<file path="src/logic/host_enable_cfg.svh">
`ifndef HOST_ENABLE_CFG_SVH
`define HOST_ENABLE_CFG_SVH
// ----------------------------------------------------------------------------
// port addresses
// ----------------------------------------------------------------------------
`define PORT_SETUP_CTRL       16'h46E8
`define PORT_LB_ENABLE        16'h03C3
`define PORT_GLOBAL_ENABLE    16'h0102
`define PORT_EXT_INDEX        16'h03D6
`define PORT_EXT_DATA         16'h03D7
// ----------------------------------------------------------------------------
// field positions
// ----------------------------------------------------------------------------
`define SETUP_ENABLE_BIT      3
`define SETUP_MODE_BIT        4
`define SLEEP_BIT             0
`define SETUP_DIS_BIT         7
`define EXT_INDEX_W           7
// ----------------------------------------------------------------------------
// reset values and masks
// ----------------------------------------------------------------------------
`define SETUP_CTRL_MASK       8'h18
`define SLEEP_MASK            8'h01
`define REG8_RESET            8'h00
`define BYTE_ZERO             8'h00
// ----------------------------------------------------------------------------
// dword register window
// ----------------------------------------------------------------------------
`define DW_SLOTS_DEFINED      5'h0D
`define DW_FIXED_BIT          9
`define PCI_IO_BASE_LSB       10
`define PCI_MEM_BASE_LSB      23
`define PCI_MEM_FB_TOP        2'h0
`endif

</file>
<file path="src/logic/host_enable_pkg.sv">
package host_enable_pkg;
  // bus configuration strap
  typedef enum logic [1:0] {
    BUS_ISA   = 2'h0,
    BUS_LOCAL = 2'h1,
    BUS_PCI   = 2'h2
  } bus_cfg_t;
  // one host bus cycle
  typedef struct packed {
    logic        io_cycle;
    logic        mem_cycle;
    logic        wr;
    logic [31:0] addr;
    logic [7:0]  wdata;
  } host_req_t;
  // decode result
  typedef struct packed {
    logic       hit_ext;
    logic       hit_dword;
    logic [4:0] dword_slot;
    logic       dword_reserved;
    logic       hit_fb;
    logic       hit_vga;
  } decode_t;
endpackage

</file>
<file path="src/logic/dword_window_decode.sv">
`timescale 1ns/1ps
`include "host_enable_cfg.svh"
module dword_window_decode (
  input  wire host_enable_pkg::bus_cfg_t bus_cfg,
  input  wire host_enable_pkg::host_req_t req,
  input  wire logic [7:0]                isa_dw_base,
  input  wire logic [31:10]              pci_io_base,
  input  wire logic [31:23]              pci_mem_base,
  output logic                           hit_dword,
  output logic [4:0]                     slot,
  output logic                           reserved_slot,
  output logic                           hit_fb
);
  // isa/vl: pattern b nnnnn 1 bbbbbbb xx
  wire       isa_like  = bus_cfg != host_enable_pkg::BUS_PCI;
  wire [7:0] isa_b     = {req.addr[15], req.addr[8:2]};
  wire       isa_hit   = isa_like && req.io_cycle && (req.addr[31:16] == 16'h0000)
                         && req.addr[`DW_FIXED_BIT] && (isa_b == isa_dw_base);
  wire       pci       = bus_cfg == host_enable_pkg::BUS_PCI;
  wire       pci_io    = pci && req.io_cycle
                         && (req.addr[31:`PCI_IO_BASE_LSB] == pci_io_base);
  wire       pci_mwin  = pci && req.mem_cycle
                         && (req.addr[31:`PCI_MEM_BASE_LSB] == pci_mem_base);
  wire       pci_fb    = pci_mwin && (req.addr[22:21] == `PCI_MEM_FB_TOP);
  wire       pci_mreg  = pci_mwin && !pci_fb;
  wire [4:0] isa_slot  = req.addr[14:10];
  wire [4:0] pci_slot  = req.addr[6:2];
  assign hit_dword     = isa_hit || pci_io || pci_mreg;
  assign slot          = isa_hit ? isa_slot : pci_slot;
  assign reserved_slot = slot >= `DW_SLOTS_DEFINED;
  assign hit_fb        = pci_fb;
endmodule

</file>
<file path="src/logic/host_access_enable_decode.sv">
// Operation
// - setup port write-only, isa only, ignored when setup-disable bit set
// - reset clears the whole setup register
// - setup bit 3 enables controller, bit 4 selects setup mode
// - setup mode only entered under isa through setup port
// - local-bus enable port write-only, local bus only, blocked by setup-disable
// - reset disables; until bit 0 set only local-bus enable port and extension index/data pair decode
// - pci ignores local-bus enable; pci config controls enable instead
// - global enable port accessible only in setup mode
// - isa reset clears global bit 0; then only setup, global enable and extension index/data ports decode
// - isa enabled equals global bit 0 and setup bit 3
// - setup port writes keep decoding while controller disabled
// - extension index/data pair with seven-bit index always accessible
// - dword window has 32 slots, only first 13 defined
// - isa/vl dword address pattern matches base register bits
// - pci dword registers answer in 1KB io window and memory
// - pci 8MB window: low 2MB display memory, rest dword registers
// - all disable conditions are ORed; access needs none active
// - disabling blocks host access only, internal functions keep running
// - global enable decoded only at its full exact address
`timescale 1ns/1ps
`include "host_enable_cfg.svh"
module host_access_enable_decode (
  input  wire logic                      clk,
  input  wire logic                      rst_n,
  input  wire host_enable_pkg::bus_cfg_t bus_cfg_strap,
  input  wire host_enable_pkg::host_req_t req,
  input  wire logic                      req_valid,
  input  wire logic                      setup_disable,
  input  wire logic                      pci_io_en,
  input  wire logic                      pci_mem_en,
  input  wire logic [7:0]                isa_dw_base,
  input  wire logic [31:10]              pci_io_base,
  input  wire logic [31:23]              pci_mem_base,
  output logic                           ack,
  output logic [7:0]                     rdata,
  output host_enable_pkg::decode_t       hit,
  output logic                           access_enabled,
  output logic                           setup_mode,
  output logic [6:0]                     ext_index
);
  // --------------------------------------------------------------------------
  // state
  // --------------------------------------------------------------------------
  host_enable_pkg::bus_cfg_t bus_cfg_reg;
  logic                      cfg_taken_reg;
  logic [7:0]                setup_ctrl_reg;
  logic [7:0]                setup_ctrl_next;
  logic [7:0]                lb_enable_reg;
  logic [7:0]                lb_enable_next;
  logic [7:0]                global_enable_reg;
  logic [7:0]                global_enable_next;
  logic [6:0]                ext_index_reg;
  logic [6:0]                ext_index_next;
  logic                      ack_reg;
  logic [7:0]                rdata_reg;
  host_enable_pkg::decode_t  hit_reg;
  host_enable_pkg::decode_t  hit_next;
  logic                      enabled_reg;
  // --------------------------------------------------------------------------
  // address compare
  // --------------------------------------------------------------------------
  function automatic logic port_is(input logic [31:0] a, input logic [15:0] p);
    port_is = (a[31:16] == 16'h0000) && (a[15:0] == p);
  endfunction
  wire is_isa    = bus_cfg_reg == host_enable_pkg::BUS_ISA;
  wire is_local  = bus_cfg_reg == host_enable_pkg::BUS_LOCAL;
  wire is_pci    = bus_cfg_reg == host_enable_pkg::BUS_PCI;
  wire io_rq     = req_valid && req.io_cycle;
  wire io_wr     = io_rq && req.wr;
  wire io_rd     = io_rq && !req.wr;
  wire at_setup  = port_is(req.addr, `PORT_SETUP_CTRL);
  wire at_lb     = port_is(req.addr, `PORT_LB_ENABLE);
  wire at_global = port_is(req.addr, `PORT_GLOBAL_ENABLE);
  wire at_xidx   = port_is(req.addr, `PORT_EXT_INDEX);
  wire at_xdat   = port_is(req.addr, `PORT_EXT_DATA);
  wire in_setup  = setup_ctrl_reg[`SETUP_MODE_BIT];
  // --------------------------------------------------------------------------
  // enable combination
  // --------------------------------------------------------------------------
  wire isa_off   = !(global_enable_reg[`SLEEP_BIT] && setup_ctrl_reg[`SETUP_ENABLE_BIT]);
  wire lb_off    = !lb_enable_reg[`SLEEP_BIT];
  wire pci_off   = !(pci_io_en || pci_mem_en);
  wire any_off   = (is_isa && isa_off) || (is_local && lb_off) || (is_pci && pci_off);
  // --------------------------------------------------------------------------
  // register writes
  // --------------------------------------------------------------------------
  wire wr_setup  = io_wr && at_setup && is_isa && !setup_disable;
  wire wr_lb     = io_wr && at_lb && is_local && !setup_disable;
  wire acc_glob  = io_rq && at_global && is_isa && in_setup;
  wire wr_glob   = acc_glob && req.wr;
  wire rd_glob   = acc_glob && !req.wr;
  wire xr_open   = io_rq && (at_xidx || at_xdat);
  assign setup_ctrl_next    = wr_setup ? (req.wdata & `SETUP_CTRL_MASK)
                                       : setup_ctrl_reg;
  assign lb_enable_next     = wr_lb ? (req.wdata & `SLEEP_MASK) : lb_enable_reg;
  assign global_enable_next = wr_glob ? (req.wdata & `SLEEP_MASK)
                                      : global_enable_reg;
  assign ext_index_next     = (io_wr && at_xidx) ? req.wdata[`EXT_INDEX_W-1:0]
                                                 : ext_index_reg;
  // --------------------------------------------------------------------------
  // window decode
  // --------------------------------------------------------------------------
  logic       dw_hit;
  logic [4:0] dw_slot;
  logic       dw_rsvd;
  logic       fb_hit;
  dword_window_decode u_dw (
    .bus_cfg       (bus_cfg_reg),
    .req           (req),
    .isa_dw_base   (isa_dw_base),
    .pci_io_base   (pci_io_base),
    .pci_mem_base  (pci_mem_base),
    .hit_dword     (dw_hit),
    .slot          (dw_slot),
    .reserved_slot (dw_rsvd),
    .hit_fb        (fb_hit)
  );
  wire ctrl_port = at_setup || at_lb || at_global;
  wire gate_ok   = req_valid && !any_off;
  wire pci_io_ok = !is_pci || !req.io_cycle || pci_io_en;
  wire pci_mm_ok = !is_pci || !req.mem_cycle || pci_mem_en;
  wire pass      = gate_ok && pci_io_ok && pci_mm_ok;
  assign hit_next.hit_ext        = xr_open && !any_off;
  assign hit_next.hit_dword      = pass && dw_hit;
  assign hit_next.dword_slot     = dw_slot;
  assign hit_next.dword_reserved = pass && dw_hit && dw_rsvd;
  assign hit_next.hit_fb         = pass && fb_hit;
  assign hit_next.hit_vga        = pass && !dw_hit && !fb_hit && !ctrl_port
                                   && !(req.io_cycle && (at_xidx || at_xdat));
  wire own_ack   = wr_setup || wr_lb || acc_glob;
  wire [7:0] rd_val = rd_glob ? global_enable_reg
                    : (io_rd && at_xidx) ? {1'b0, ext_index_reg}
                    : `BYTE_ZERO;
  // --------------------------------------------------------------------------
  // flip-flops
  // --------------------------------------------------------------------------
  always_ff @(posedge clk or negedge rst_n) begin
    if (!rst_n) begin
      bus_cfg_reg   <= host_enable_pkg::BUS_ISA;
      cfg_taken_reg <= 1'b0;
    end else if (!cfg_taken_reg) begin
      bus_cfg_reg   <= bus_cfg_strap;
      cfg_taken_reg <= 1'b1;
    end
  end
  always_ff @(posedge clk or negedge rst_n) begin
    if (!rst_n) begin
      setup_ctrl_reg    <= `REG8_RESET;
      lb_enable_reg     <= `REG8_RESET;
      global_enable_reg <= `REG8_RESET;
      ext_index_reg     <= 7'h00;
    end else begin
      setup_ctrl_reg    <= setup_ctrl_next;
      lb_enable_reg     <= lb_enable_next;
      global_enable_reg <= global_enable_next;
      ext_index_reg     <= ext_index_next;
    end
  end
  always_ff @(posedge clk or negedge rst_n) begin
    if (!rst_n) begin
      ack_reg     <= 1'b0;
      rdata_reg   <= `BYTE_ZERO;
      hit_reg     <= '0;
      enabled_reg <= 1'b0;
    end else begin
      ack_reg     <= own_ack || xr_open;
      rdata_reg   <= rd_val;
      hit_reg     <= hit_next;
      enabled_reg <= !any_off;
    end
  end
  assign ack            = ack_reg;
  assign rdata          = rdata_reg;
  assign hit            = hit_reg;
  assign access_enabled = enabled_reg;
  assign setup_mode     = setup_ctrl_reg[`SETUP_MODE_BIT];
  assign ext_index      = ext_index_reg;
  // --------------------------------------------------------------------------
  // checks
  // --------------------------------------------------------------------------
  a_setup_ignored: assert property (@(posedge clk) disable iff (!rst_n)
    (io_wr && at_setup && (setup_disable || !is_isa)) |=> $stable(setup_ctrl_reg))
    else $error("setup register changed while it should be ignored");
  a_setup_written: assert property (@(posedge clk) disable iff (!rst_n)
    wr_setup |=> setup_ctrl_reg == ($past(req.wdata) & `SETUP_CTRL_MASK))
    else $error("setup register did not take written bits");
  a_setup_isa_only: assert property (@(posedge clk) disable iff (!rst_n)
    (!is_isa && cfg_taken_reg) |-> ##1 !setup_mode)
    else $error("setup mode outside isa");
  a_lb_blocked: assert property (@(posedge clk) disable iff (!rst_n)
    (io_wr && at_lb && (setup_disable || !is_local)) |=> $stable(lb_enable_reg))
    else $error("local-bus enable changed while blocked");
  a_lb_gate_vga: assert property (@(posedge clk) disable iff (!rst_n)
    (is_local && lb_off && req_valid) |=> !hit.hit_vga && !hit.hit_dword)
    else $error("access passed while local bus disabled");
  a_global_guard: assert property (@(posedge clk) disable iff (!rst_n)
    (io_wr && at_global && !in_setup) |=> $stable(global_enable_reg))
    else $error("global enable changed outside setup mode");
  a_isa_and: assert property (@(posedge clk) disable iff (!rst_n)
    (is_isa && cfg_taken_reg) |=> access_enabled ==
      ($past(global_enable_reg[0]) && $past(setup_ctrl_reg[3])))
    else $error("isa enable is not the and of both bits");
  a_reserved_zero: assert property (@(posedge clk) disable iff (!rst_n)
    (setup_ctrl_reg[2:0] == 3'h0) && (lb_enable_reg[7:1] == 7'h00)
      && (global_enable_reg[7:1] == 7'h00))
    else $error("reserved enable bits not zero");
  a_xr_open: assert property (@(posedge clk) disable iff (!rst_n)
    xr_open |=> ack)
    else $error("extension port pair not answered");
  a_isa_gate_off: assert property (@(posedge clk) disable iff (!rst_n)
    (is_isa && cfg_taken_reg && isa_off && req_valid)
      |=> !hit.hit_vga && !hit.hit_dword && !hit.hit_fb)
    else $error("access passed while isa controller disabled");
  a_pci_gate_off: assert property (@(posedge clk) disable iff (!rst_n)
    (is_pci && cfg_taken_reg && pci_off && req_valid)
      |=> !hit.hit_vga && !hit.hit_dword && !hit.hit_fb)
    else $error("access passed while pci controller disabled");
  a_setup_while_off: assert property (@(posedge clk) disable iff (!rst_n)
    (wr_setup && isa_off) |=> ack)
    else $error("setup port not answered while disabled");
  a_cfg_held: assert property (@(posedge clk) disable iff (!rst_n)
    cfg_taken_reg |=> $stable(bus_cfg_reg))
    else $error("bus configuration changed after reset");
  a_global_alias: assert property (@(posedge clk) disable iff (!rst_n)
    (io_wr && in_setup && (req.addr[2:0] == 3'h2)
      && (req.addr[15:0] != `PORT_GLOBAL_ENABLE)) |=> $stable(global_enable_reg))
    else $error("global enable written through an alias address");
  a_dword_reserved: assert property (@(posedge clk) disable iff (!rst_n)
    hit.dword_reserved |-> hit.hit_dword && (hit.dword_slot >= `DW_SLOTS_DEFINED))
    else $error("reserved dword slot flagged wrongly");
  a_lb_written: assert property (@(posedge clk) disable iff (!rst_n)
    wr_lb |=> lb_enable_reg == ($past(req.wdata) & `SLEEP_MASK))
    else $error("local-bus enable did not take written bit");
endmodule

</file>
<file path="config.mk">
export PLATFORM = sky130hd
export DESIGN_NAME = host_access_enable_decode
export DESIGN_NICKNAME = d
export VERILOG_FILES = /design/src/logic/host_enable_pkg.sv /design/src/logic/dword_window_decode.sv /design/src/logic/host_access_enable_decode.sv
export VERILOG_INCLUDE_DIRS = /design/src /design/src/logic
export SDC_FILE = /design/constraint.sdc
export NUM_CORES = 1
export LEC_CHECK = 0
export ABC_AREA = 0
export BUFFER_PORTS_ARGS = -buffer_cell sky130_fd_sc_hd__buf_2
export CAP_MARGIN = 10
export CORE_ASPECT_RATIO = 0.6
export CORE_UTILIZATION = 45
export CTS_CLUSTER_SIZE = 14
export DETAILED_ROUTE_END_ITERATION = 16
export GPL_ROUTABILITY_DRIVEN = 0
export PLACE_DENSITY = 0.92
export SLEW_MARGIN = 20
export SYNTH_ARGS = -nofsm -noshare
export SYNTH_HDL_FRONTEND = slang
export SYNTH_SLANG_ARGS = --single-unit
</file>
<file path="constraint.sdc">
create_clock -name clk -period 3.2 [get_ports clk]
set_input_delay 0.64 -clock clk [delete_from_list [all_inputs] [get_ports clk]]
set_output_delay 0.64 -clock clk [all_outputs]
set_load 0.1 [all_outputs]
</file>
==> results by group, run 1 <==
Floorplan
  – Die width: around 88 µm
  – I/O Pins: 118
  – Die area: 4760 µm²
  – Initial Utilization: 47.9%
  – Core area: 4210 µm²
  – Row count: 18
  – Die Ht: 53.8 µm

Flow run
  – Max cap viols: 0

Routing
  – Routed vias: 1970
  – Post-detailed-route DRC marker count: 0
  – Wire length per cell: 15.3 µm
  – First-pass DRT Iterations: 4
  – Post-route ant nets: 0
  – Via density: 5.28
  – Routed WL: about 5700 µm
  – Initial DRC count: 177

Synth
  – Synth cell types: 41
  – Mean Syn Cell Area: around 10 µm²
  – Post-Syn Instances: 194
  – Seq cells post-synth: 33
  – Synth area leader: dfrtp_1
  – Ys Warns: 0
  – Syn_nets: about 280
  – FFs w/ async S/R, synth: 100%
  – Share of the yosys chip area belonging to registers: between 40% and 50%
  – Synthesized area: 2020 µm²
  – Share of the synthesized area in the top cell type: 41.0%
  – Top cells by area, synth: dfrtp_1, xnor2_1, mux2_2, xor2_1, nor4_1
  – Post-synth top flop: dfrtp_1
  – Post-synth EDFFs: 0

CTS
  – CTS Hold Bufs: 0
  – Setup bufs post-CTS: 0
  – Post-cts resize count: 0
  – CTS buffer count: 5
  – Clk buf depth: 2
  – Clk root buf: clkbuf_8
  – Reg clk slew, reported paths: 0.07 ns
  – Htree depth: 2
  – Worst skew pair latency: 0.27 ns
  – Clk sink count: 33
  – CTS tree: done

Timing
  – Highest clock rate: 0.395 GHz
  – Worst-margin pin slew: 0.694 ns
  – Period minus WS final: roughly 2.5 ns
  – Setup Skew: approximately 0.0074 ns
  – Setup violations, final: 0
  – Fin. max-slew vios: 0
  – Final setup TNS: 0 ns
  – Final worst path period share: 79.1%
  – Unrepaired setup endpoints after global routing: no
  – Hold_ws: 0.405 ns
  – Worst slew margin: 53.7%
  – Final Hold Fails: 0

Global routing
  – Grt ovf: 0
  – First-pass GRT wire length: 8850 µm
  – Largest net degree at the start of global routing: 34
  – Vias in the first global route: 1847
  – Initial antenna violation count: 0
  – Global Route Usage Sum: 25.5%

Cells and area
  – Share of layout cells above drive strength 1: 48.6%
  – Most common cell after layout, fill and taps aside: buf_2
  – Most frequent cells in the layout: buf_2, dfrtp_1, xnor2_1
  – Layout overhead on the synthesized area: 36.7%
  – Nets: between 400 and 500
  – Antenna cells: 0
  – Max FFs per register: 10
  – Util after Layout: 65.4%
  – Non-Filler Instances: around 370

Placed design
  – HPWL after DPL: a little under 5000 µm
  – Port-buffer cells: 115
  – Placed cell count: between 300 and 400

Critical path
  – Critical path startpoint category: input pin
  – R2R Path Start: bus_cfg_reg[0]
  – Worst R2R Path Depth: 5
  – Crit end category: flip-flop
  – Crit-path max FO: 6
  – Worst R2R End: hit[2]
  – Crit path kind: in2reg
  – FF-to-FF setup slack: 1.31 ns
  – CP required: 3.41 ns
  – Worst EP arrival: roughly 2.7 ns

Run status
  – Status: finished, final reports clean

Pwr
  – Leakage power figure: 1.33 nW
  – Peak supply drop: approximately 0.27 mV
  – Pwr/cell area: between 300 and 400 nW/µm²

Hold path
  – HP Class: in2async
[cell usage after synthesis (2+ instances only)]
| cell | count |
|---|---|
| mux2_2 | 18 |
| nor3_1 | 4 |
| or3_1 | 2 |
| or4_4 | 2 |
| nor3b_1 | 3 |
| dfrtp_1 | 33 |
| o21ai_0 | 2 |
| nand2_1 | 7 |
| nor4_2 | 2 |
| xor2_1 | 12 |
| or2_2 | 2 |
| nand2b_1 | 3 |
| conb_1 | 2 |
| a21oi_1 | 3 |
| inv_1 | 2 |
| nand4_1 | 9 |
| nor2_1 | 12 |
| and2_1 | 7 |
| nand3_1 | 9 |
| nor4_1 | 11 |
| xnor2_1 | 27 |
| a31oi_1 | 3 |
[layout make-up]
class / instances / area (µm²)
Tap cell: 60 / 75.1
Clock buffer: 7 / 86.3
Fill cell: 327 / 1460
Timing Repair Buffer: 115 / 576
Clock inverter: 1 / 30.0
Sequential cell: 33 / 826
Inverter: 2 / 7.51
Multi-Input combinational cell: 155 / 1150
[worst max-delay path, cell delays in order]
cell	delay, ns
buf_2	0.13
or4_4	0.57
nor4b_2	0.31
nand4_1	0.30
nor4_2	0.58
and2_1	0.22
[how the worst max path moves through the flow]
stage,from,endpoint,slack [ns],depth (start not counted)
3_3_place_gp,req[19],rdata[5],0.47,6
2_1_floorplan,req[25],hit[2],0.86,7
3_5_place_dp,req[19],rdata[4],0.41,6
6_report,req[19],rdata[6],0.67,6
5_1_grt,req[19],rdata[6],0.51,6
4_1_cts,req[19],rdata[6],0.70,6
[report_power, final]
| part | switching [mW] | leakage (nW) | internal [mW] |
|---|---|---|---|
| Clock | 0.139 | 0.0585 | 0.254 |
| Sequential | 0.00607 | 0.440 | 0.426 |
| Combinational | 0.141 | 0.836 | 0.0908 |
[metal layers]
metal	part of all wire (%)	vias up	GRT usage (%)	wire length, µm
li1	-	934	-	-
met1	47	925	36.3	2670
met2	43	107	40.0	2490
met3	9.5	4	6.44	546
met4	0.33	0	4.30	19
met5	0	-	0	0
[metrics by stage]
stage	total power, mW	cell area [µm²]	setup slack [ns]
floorplan	0.561	2020	0.859
global placement	0.662	2640	0.470
detailed placement	0.668	2640	0.412
CTS	1.06	2760	0.696
global route	1.10	2760	0.510
finish	1.06	2760	0.670
[cell families (layout without fill, tap and decap cells)]
kind of cell / count (synthesis) / count (layout) / share of synthesized area [%]
xor+xnor: 39 / 39 / 16.9
mux: 19 / 19 / 10.8
other cells: 2 / 2 / 0.373
buf+inv: 6 / 125 / 1.74
flops: 33 / 33 / 41.0
compound gates: 12 / 12 / 3.85
simple gates: 83 / 83 / 25.3
Note: power is estimated with default switching activity, not from simulation.
==> run 2: changes to the inputs <==
--- a/config.mk
+++ b/config.mk
@@ -6,15 +6,15 @@
 export SDC_FILE = /design/constraint.sdc
 export NUM_CORES = 1
 export LEC_CHECK = 0
-export ABC_AREA = 0
+export ABC_AREA = 1
 export BUFFER_PORTS_ARGS = -buffer_cell sky130_fd_sc_hd__buf_2
 export CAP_MARGIN = 10
 export CORE_ASPECT_RATIO = 0.6
-export CORE_UTILIZATION = 45
+export CORE_UTILIZATION = 43
 export CTS_CLUSTER_SIZE = 14
 export DETAILED_ROUTE_END_ITERATION = 16
 export GPL_ROUTABILITY_DRIVEN = 0
-export PLACE_DENSITY = 0.92
+export PLACE_DENSITY = 0.87
 export SLEW_MARGIN = 20
 export SYNTH_ARGS = -nofsm -noshare
 export SYNTH_HDL_FRONTEND = slang
==> constraint.sdc (replaced) <==
create_clock -name clk -period 2.2 [get_ports clk]
set_input_delay 0.44 -clock clk [delete_from_list [all_inputs] [get_ports clk]]
set_output_delay 0.44 -clock clk [all_outputs]
set_load 0.1 [all_outputs]
==> results by group, run 2 <==
Global routing
  – Global Route Usage Sum: 25.1% (-0.46 points)
  – First-pass GRT wire length: 12500 µm (+41%)
  – Vias in the first global route: 2750 (+49%)
  – Grt ovf: 0 (unchanged)
  – Global route hottest layer: met2
  – Met3 global-route usage: 5.48% (-0.96 points)
  – Largest net degree at the start of global routing: 34 (unchanged)
  – Routing usage on met1: 35.7% (-0.59 points)
  – Initial antenna violation count: 0 (unchanged)
  – Met2 usage: 37.4% (-2.6 points)

Timing
  – Highest clock rate: roughly 0.60 GHz
  – Fin. max-slew vios: 0 (unchanged)
  – Final setup TNS: 0 ns (unchanged)
  – Worst-margin pin slew: 0.723 ns (+0.0284 ns)
  – Unrepaired setup endpoints after global routing: no
  – Setup Skew: 0.00211 ns (-0.00529 ns)
  – Final Hold Fails: 0 (unchanged)
  – Worst slew margin: 51.8% (-1.9 points)
  – Final worst path period share: 75.8%
  – Setup violations, final: 0 (unchanged)
  – Period minus WS final: 1.67 ns

Synth
  – Largest family of logic cells by synthesized area: simple AND/OR/NAND/NOR gates
  – Post-synth EDFFs: 0 (unchanged)
  – Synth area leader: dfrtp_1
  – Post-synth top cells: nand2_1, nor2_1, inv_1, dfrtp_1, nand3_1
  – Post-Synth Adder-Cell Area: 0% (unchanged)
  – Syn_nets: 487 (+71%)
  – Ys Warns: 0 (unchanged)
  – Most common cell in the synthesized netlist: nand2_1
  – Synth cell types: 35 (-15%)
  – Mean Syn Cell Area: 6.68 µm² (-36%)
  – Simple-Gate Fraction of Synth Area: 46.4% (+21 points)
  – Top cells by area, synth: dfrtp_1, nand2_1, nor2_1, inv_1, xor2_1
  – Post-Syn Instances: 397 (+100%)
  – Seq cells post-synth: 33 (unchanged)
  – Synthesized area: 2650 µm² (+31%)
  – Synth Area in XOR/XNOR: 6.61% (-10 points)
  – Compound-gate portion of the synthesized area: 5.24% (+1.4 points)
  – Mux share of post-synthesis cell area: 0.425% (-10 points)
  – FFs w/ async S/R, synth: 100% (unchanged)
  – Share of the yosys chip area belonging to registers: 31.2% (-9.8 points)
  – Post-synth top flop: dfrtp_1
  – Share of the synthesized area in the top cell type: 31.2% (-9.8 points)

Critical path
  – CP Cell Sequence: nor2_4 > nand2_1 > nor2_1 > nand3_1 > or3_1 > nand3_1 > nor2_1
  – Critical path startpoint category: flip-flop
  – Slowest Stage Delay on Critical Path: 0.43 ns (-0.15 ns)
  – Slowest CP cell: dfrtp_1
  – CP required: 2.38 ns (-1.03 ns)
  – Crit-path max FO: 6 (unchanged)
  – Crit path kind: reg2reg
  – Worst EP arrival: 1.85 ns (-0.89 ns)
  – Crit end category: flip-flop

Cells and area
  – Max FFs per register: 10 (unchanged)
  – Layout overhead on the synthesized area: 29.2%
  – Non-Filler Instances: 598 (+60%)
  – Most frequent cells in the layout: buf_2, nand2_1, nor2_1
  – Most common cell after layout, fill and taps aside: buf_2
  – Nets: 607 (+51%)
  – Share of layout cells above drive strength 1: 34.0% (-15 points)
  – Antenna cells: 0 (unchanged)

Pwr
  – Power, Total: 1.66 mW (+57%)
  – Pwr/cell area: 485 nW/µm² (+27%)
  – Psw: 524 µW (+84%)
  – Net Sw Frac: 31.6% (+4.5 points)
  – Clk network pwr share: 35.0% (-2.2 points)
  – Combinational power share: 27.1% (+5.2 points)
  – Flop pwr share: 37.8% (-3.1 points)
  – P_int: 1.14 mW (+47%)
  – Leakage power figure: 2.00 nW (+50%)
  – Peak supply drop: 0.231 mV (-13%)

Routing
  – Post-route ant nets: 0 (unchanged)
  – Routed WL: 7860 µm (+37%)
  – Wire length per cell: 13.1 µm (-14%)
  – Post-detailed-route DRC marker count: 0 (unchanged)
  – First-pass DRT Iterations: 5 (+1)
  – Routed vias: 2923 (+48%)
  – Initial DRC count: 190 (+7.3%)
  – Via density: 4.89 (-7.5%)

Floorplan
  – Initial Utilization: 46.1% (-1.8 points)
  – Die Ht: 62.8 µm (+17%)
  – Core area: 5750 µm² (+37%)
  – Die width: 103 µm (+17%)
  – I/O Pins: 118 (unchanged)
  – Die area: 6490 µm² (+36%)
  – Row count: 21 (+3)

CTS
  – CTS Hold Bufs: 0 (unchanged)
  – Htree depth: 2 (unchanged)
  – Setup bufs post-CTS: 0 (unchanged)
  – Post-cts resize count: 0 (unchanged)
  – Clk root buf: clkbuf_8
  – Worst skew pair latency: 0.29 ns (+0.02 ns)
  – Reg clk slew, reported paths: 0.06 ns (about the same)
  – Clk buf depth: 2 (unchanged)
  – Clk sink count: 33 (unchanged)
  – CTS buffer count: 5 (unchanged)
  – CTS tree: done

Placed design
  – HPWL after DPL: 6560 µm (+35%)
  – Placed cell count: 590 (+62%)
  – Port-buffer cells: 115 (unchanged)

Hold path
  – HP Class: in2async

Run status
  – Status: finished, final reports clean

Flow run
  – Max cap viols: 0 (unchanged)
run 2: changes by cell type in the layout (fill, tap and decap cells not counted), sizes merged, moves of 7 or more:
cell   before  now
nand2       8  121
inv         2   65
nor2       12   71
xnor2      27    6
mux2       19    1
nand3       9   22
o21ai       2   14
and2        7    0
run 2: logic make-up after synthesis:
family	count (synthesis)
AO/OA/AOI/OAI	21
buffers and inverters	67
flip-flops	33
other	2
multiplexers	1
AND/OR/NAND/NOR	253
XOR/XNOR	20
run 2: area by class of cell:
class                      count  area, µm²
timing repair buffer         115        576
inverter                      65        244
tap                           80        100
clock buffer                   7       86.3
clock inverter                 1       30.0
fill                         500       2330
sequential                    33        826
multi-input combinational    297       1560
run 2: metal layers:
metal / wire length, µm / up-vias
li1: - / 1473
met2: 3320 / 150
met4: 77 / 0
met5: 0 / -
met3: 782 / 11
met1: 3680 / 1289
run 2: metrics by stage:
step / instance area [µm²] / hold WS, ns / utilization (%) / worst slack (ns)
global route: 3420 / 0.257 / 59.5 / 0.368
floorplan: 2650 / 0.144 / - / 0.479
global placement: 3310 / 0.464 / 57.5 / 0.279
CTS: 3420 / 0.217 / 59.5 / 0.513
detailed placement: 3310 / 0.483 / 57.5 / 0.215
finish: 3420 / 0.204 / 59.5 / 0.533
run 2: critical path: cells and delay by family, from the launching register on:
kind,cells,cell delay (ns)
DFF,1,0.43
and+or+nand+nor,7,1.13
run 2: power by group through the flow:
stage | sequential, mW | combinational [mW] | clock [mW]
3_5_place_dp | 0.639 | 0.443 | 0
6_report | 0.628 | 0.450 | 0.581
4_1_cts | 0.628 | 0.444 | 0.587
5_1_grt | 0.629 | 0.492 | 0.615
2_1_floorplan | 0.710 | 0.196 | 0
3_3_place_gp | 0.639 | 0.432 | 0
run 2: worst paths after layout:
kind / slack [ns] / start / cells after the start / endpoint
max reg2reg: 0.53 / bus_cfg_reg[0] / 7 / hit[0]
min reg2reg: 0.48 / cfg_taken_reg / 1 / bus_cfg_reg[1]
min in group clk: 0.39 / req[1] / 3 / ext_index[1]
max: 0.53 / bus_cfg_reg[0] / 7 / hit[0]
max in group asynchronous: 1.53 / rst_n / 1 / hit[3]
min: 0.20 / rst_n / 1 / rdata[5]
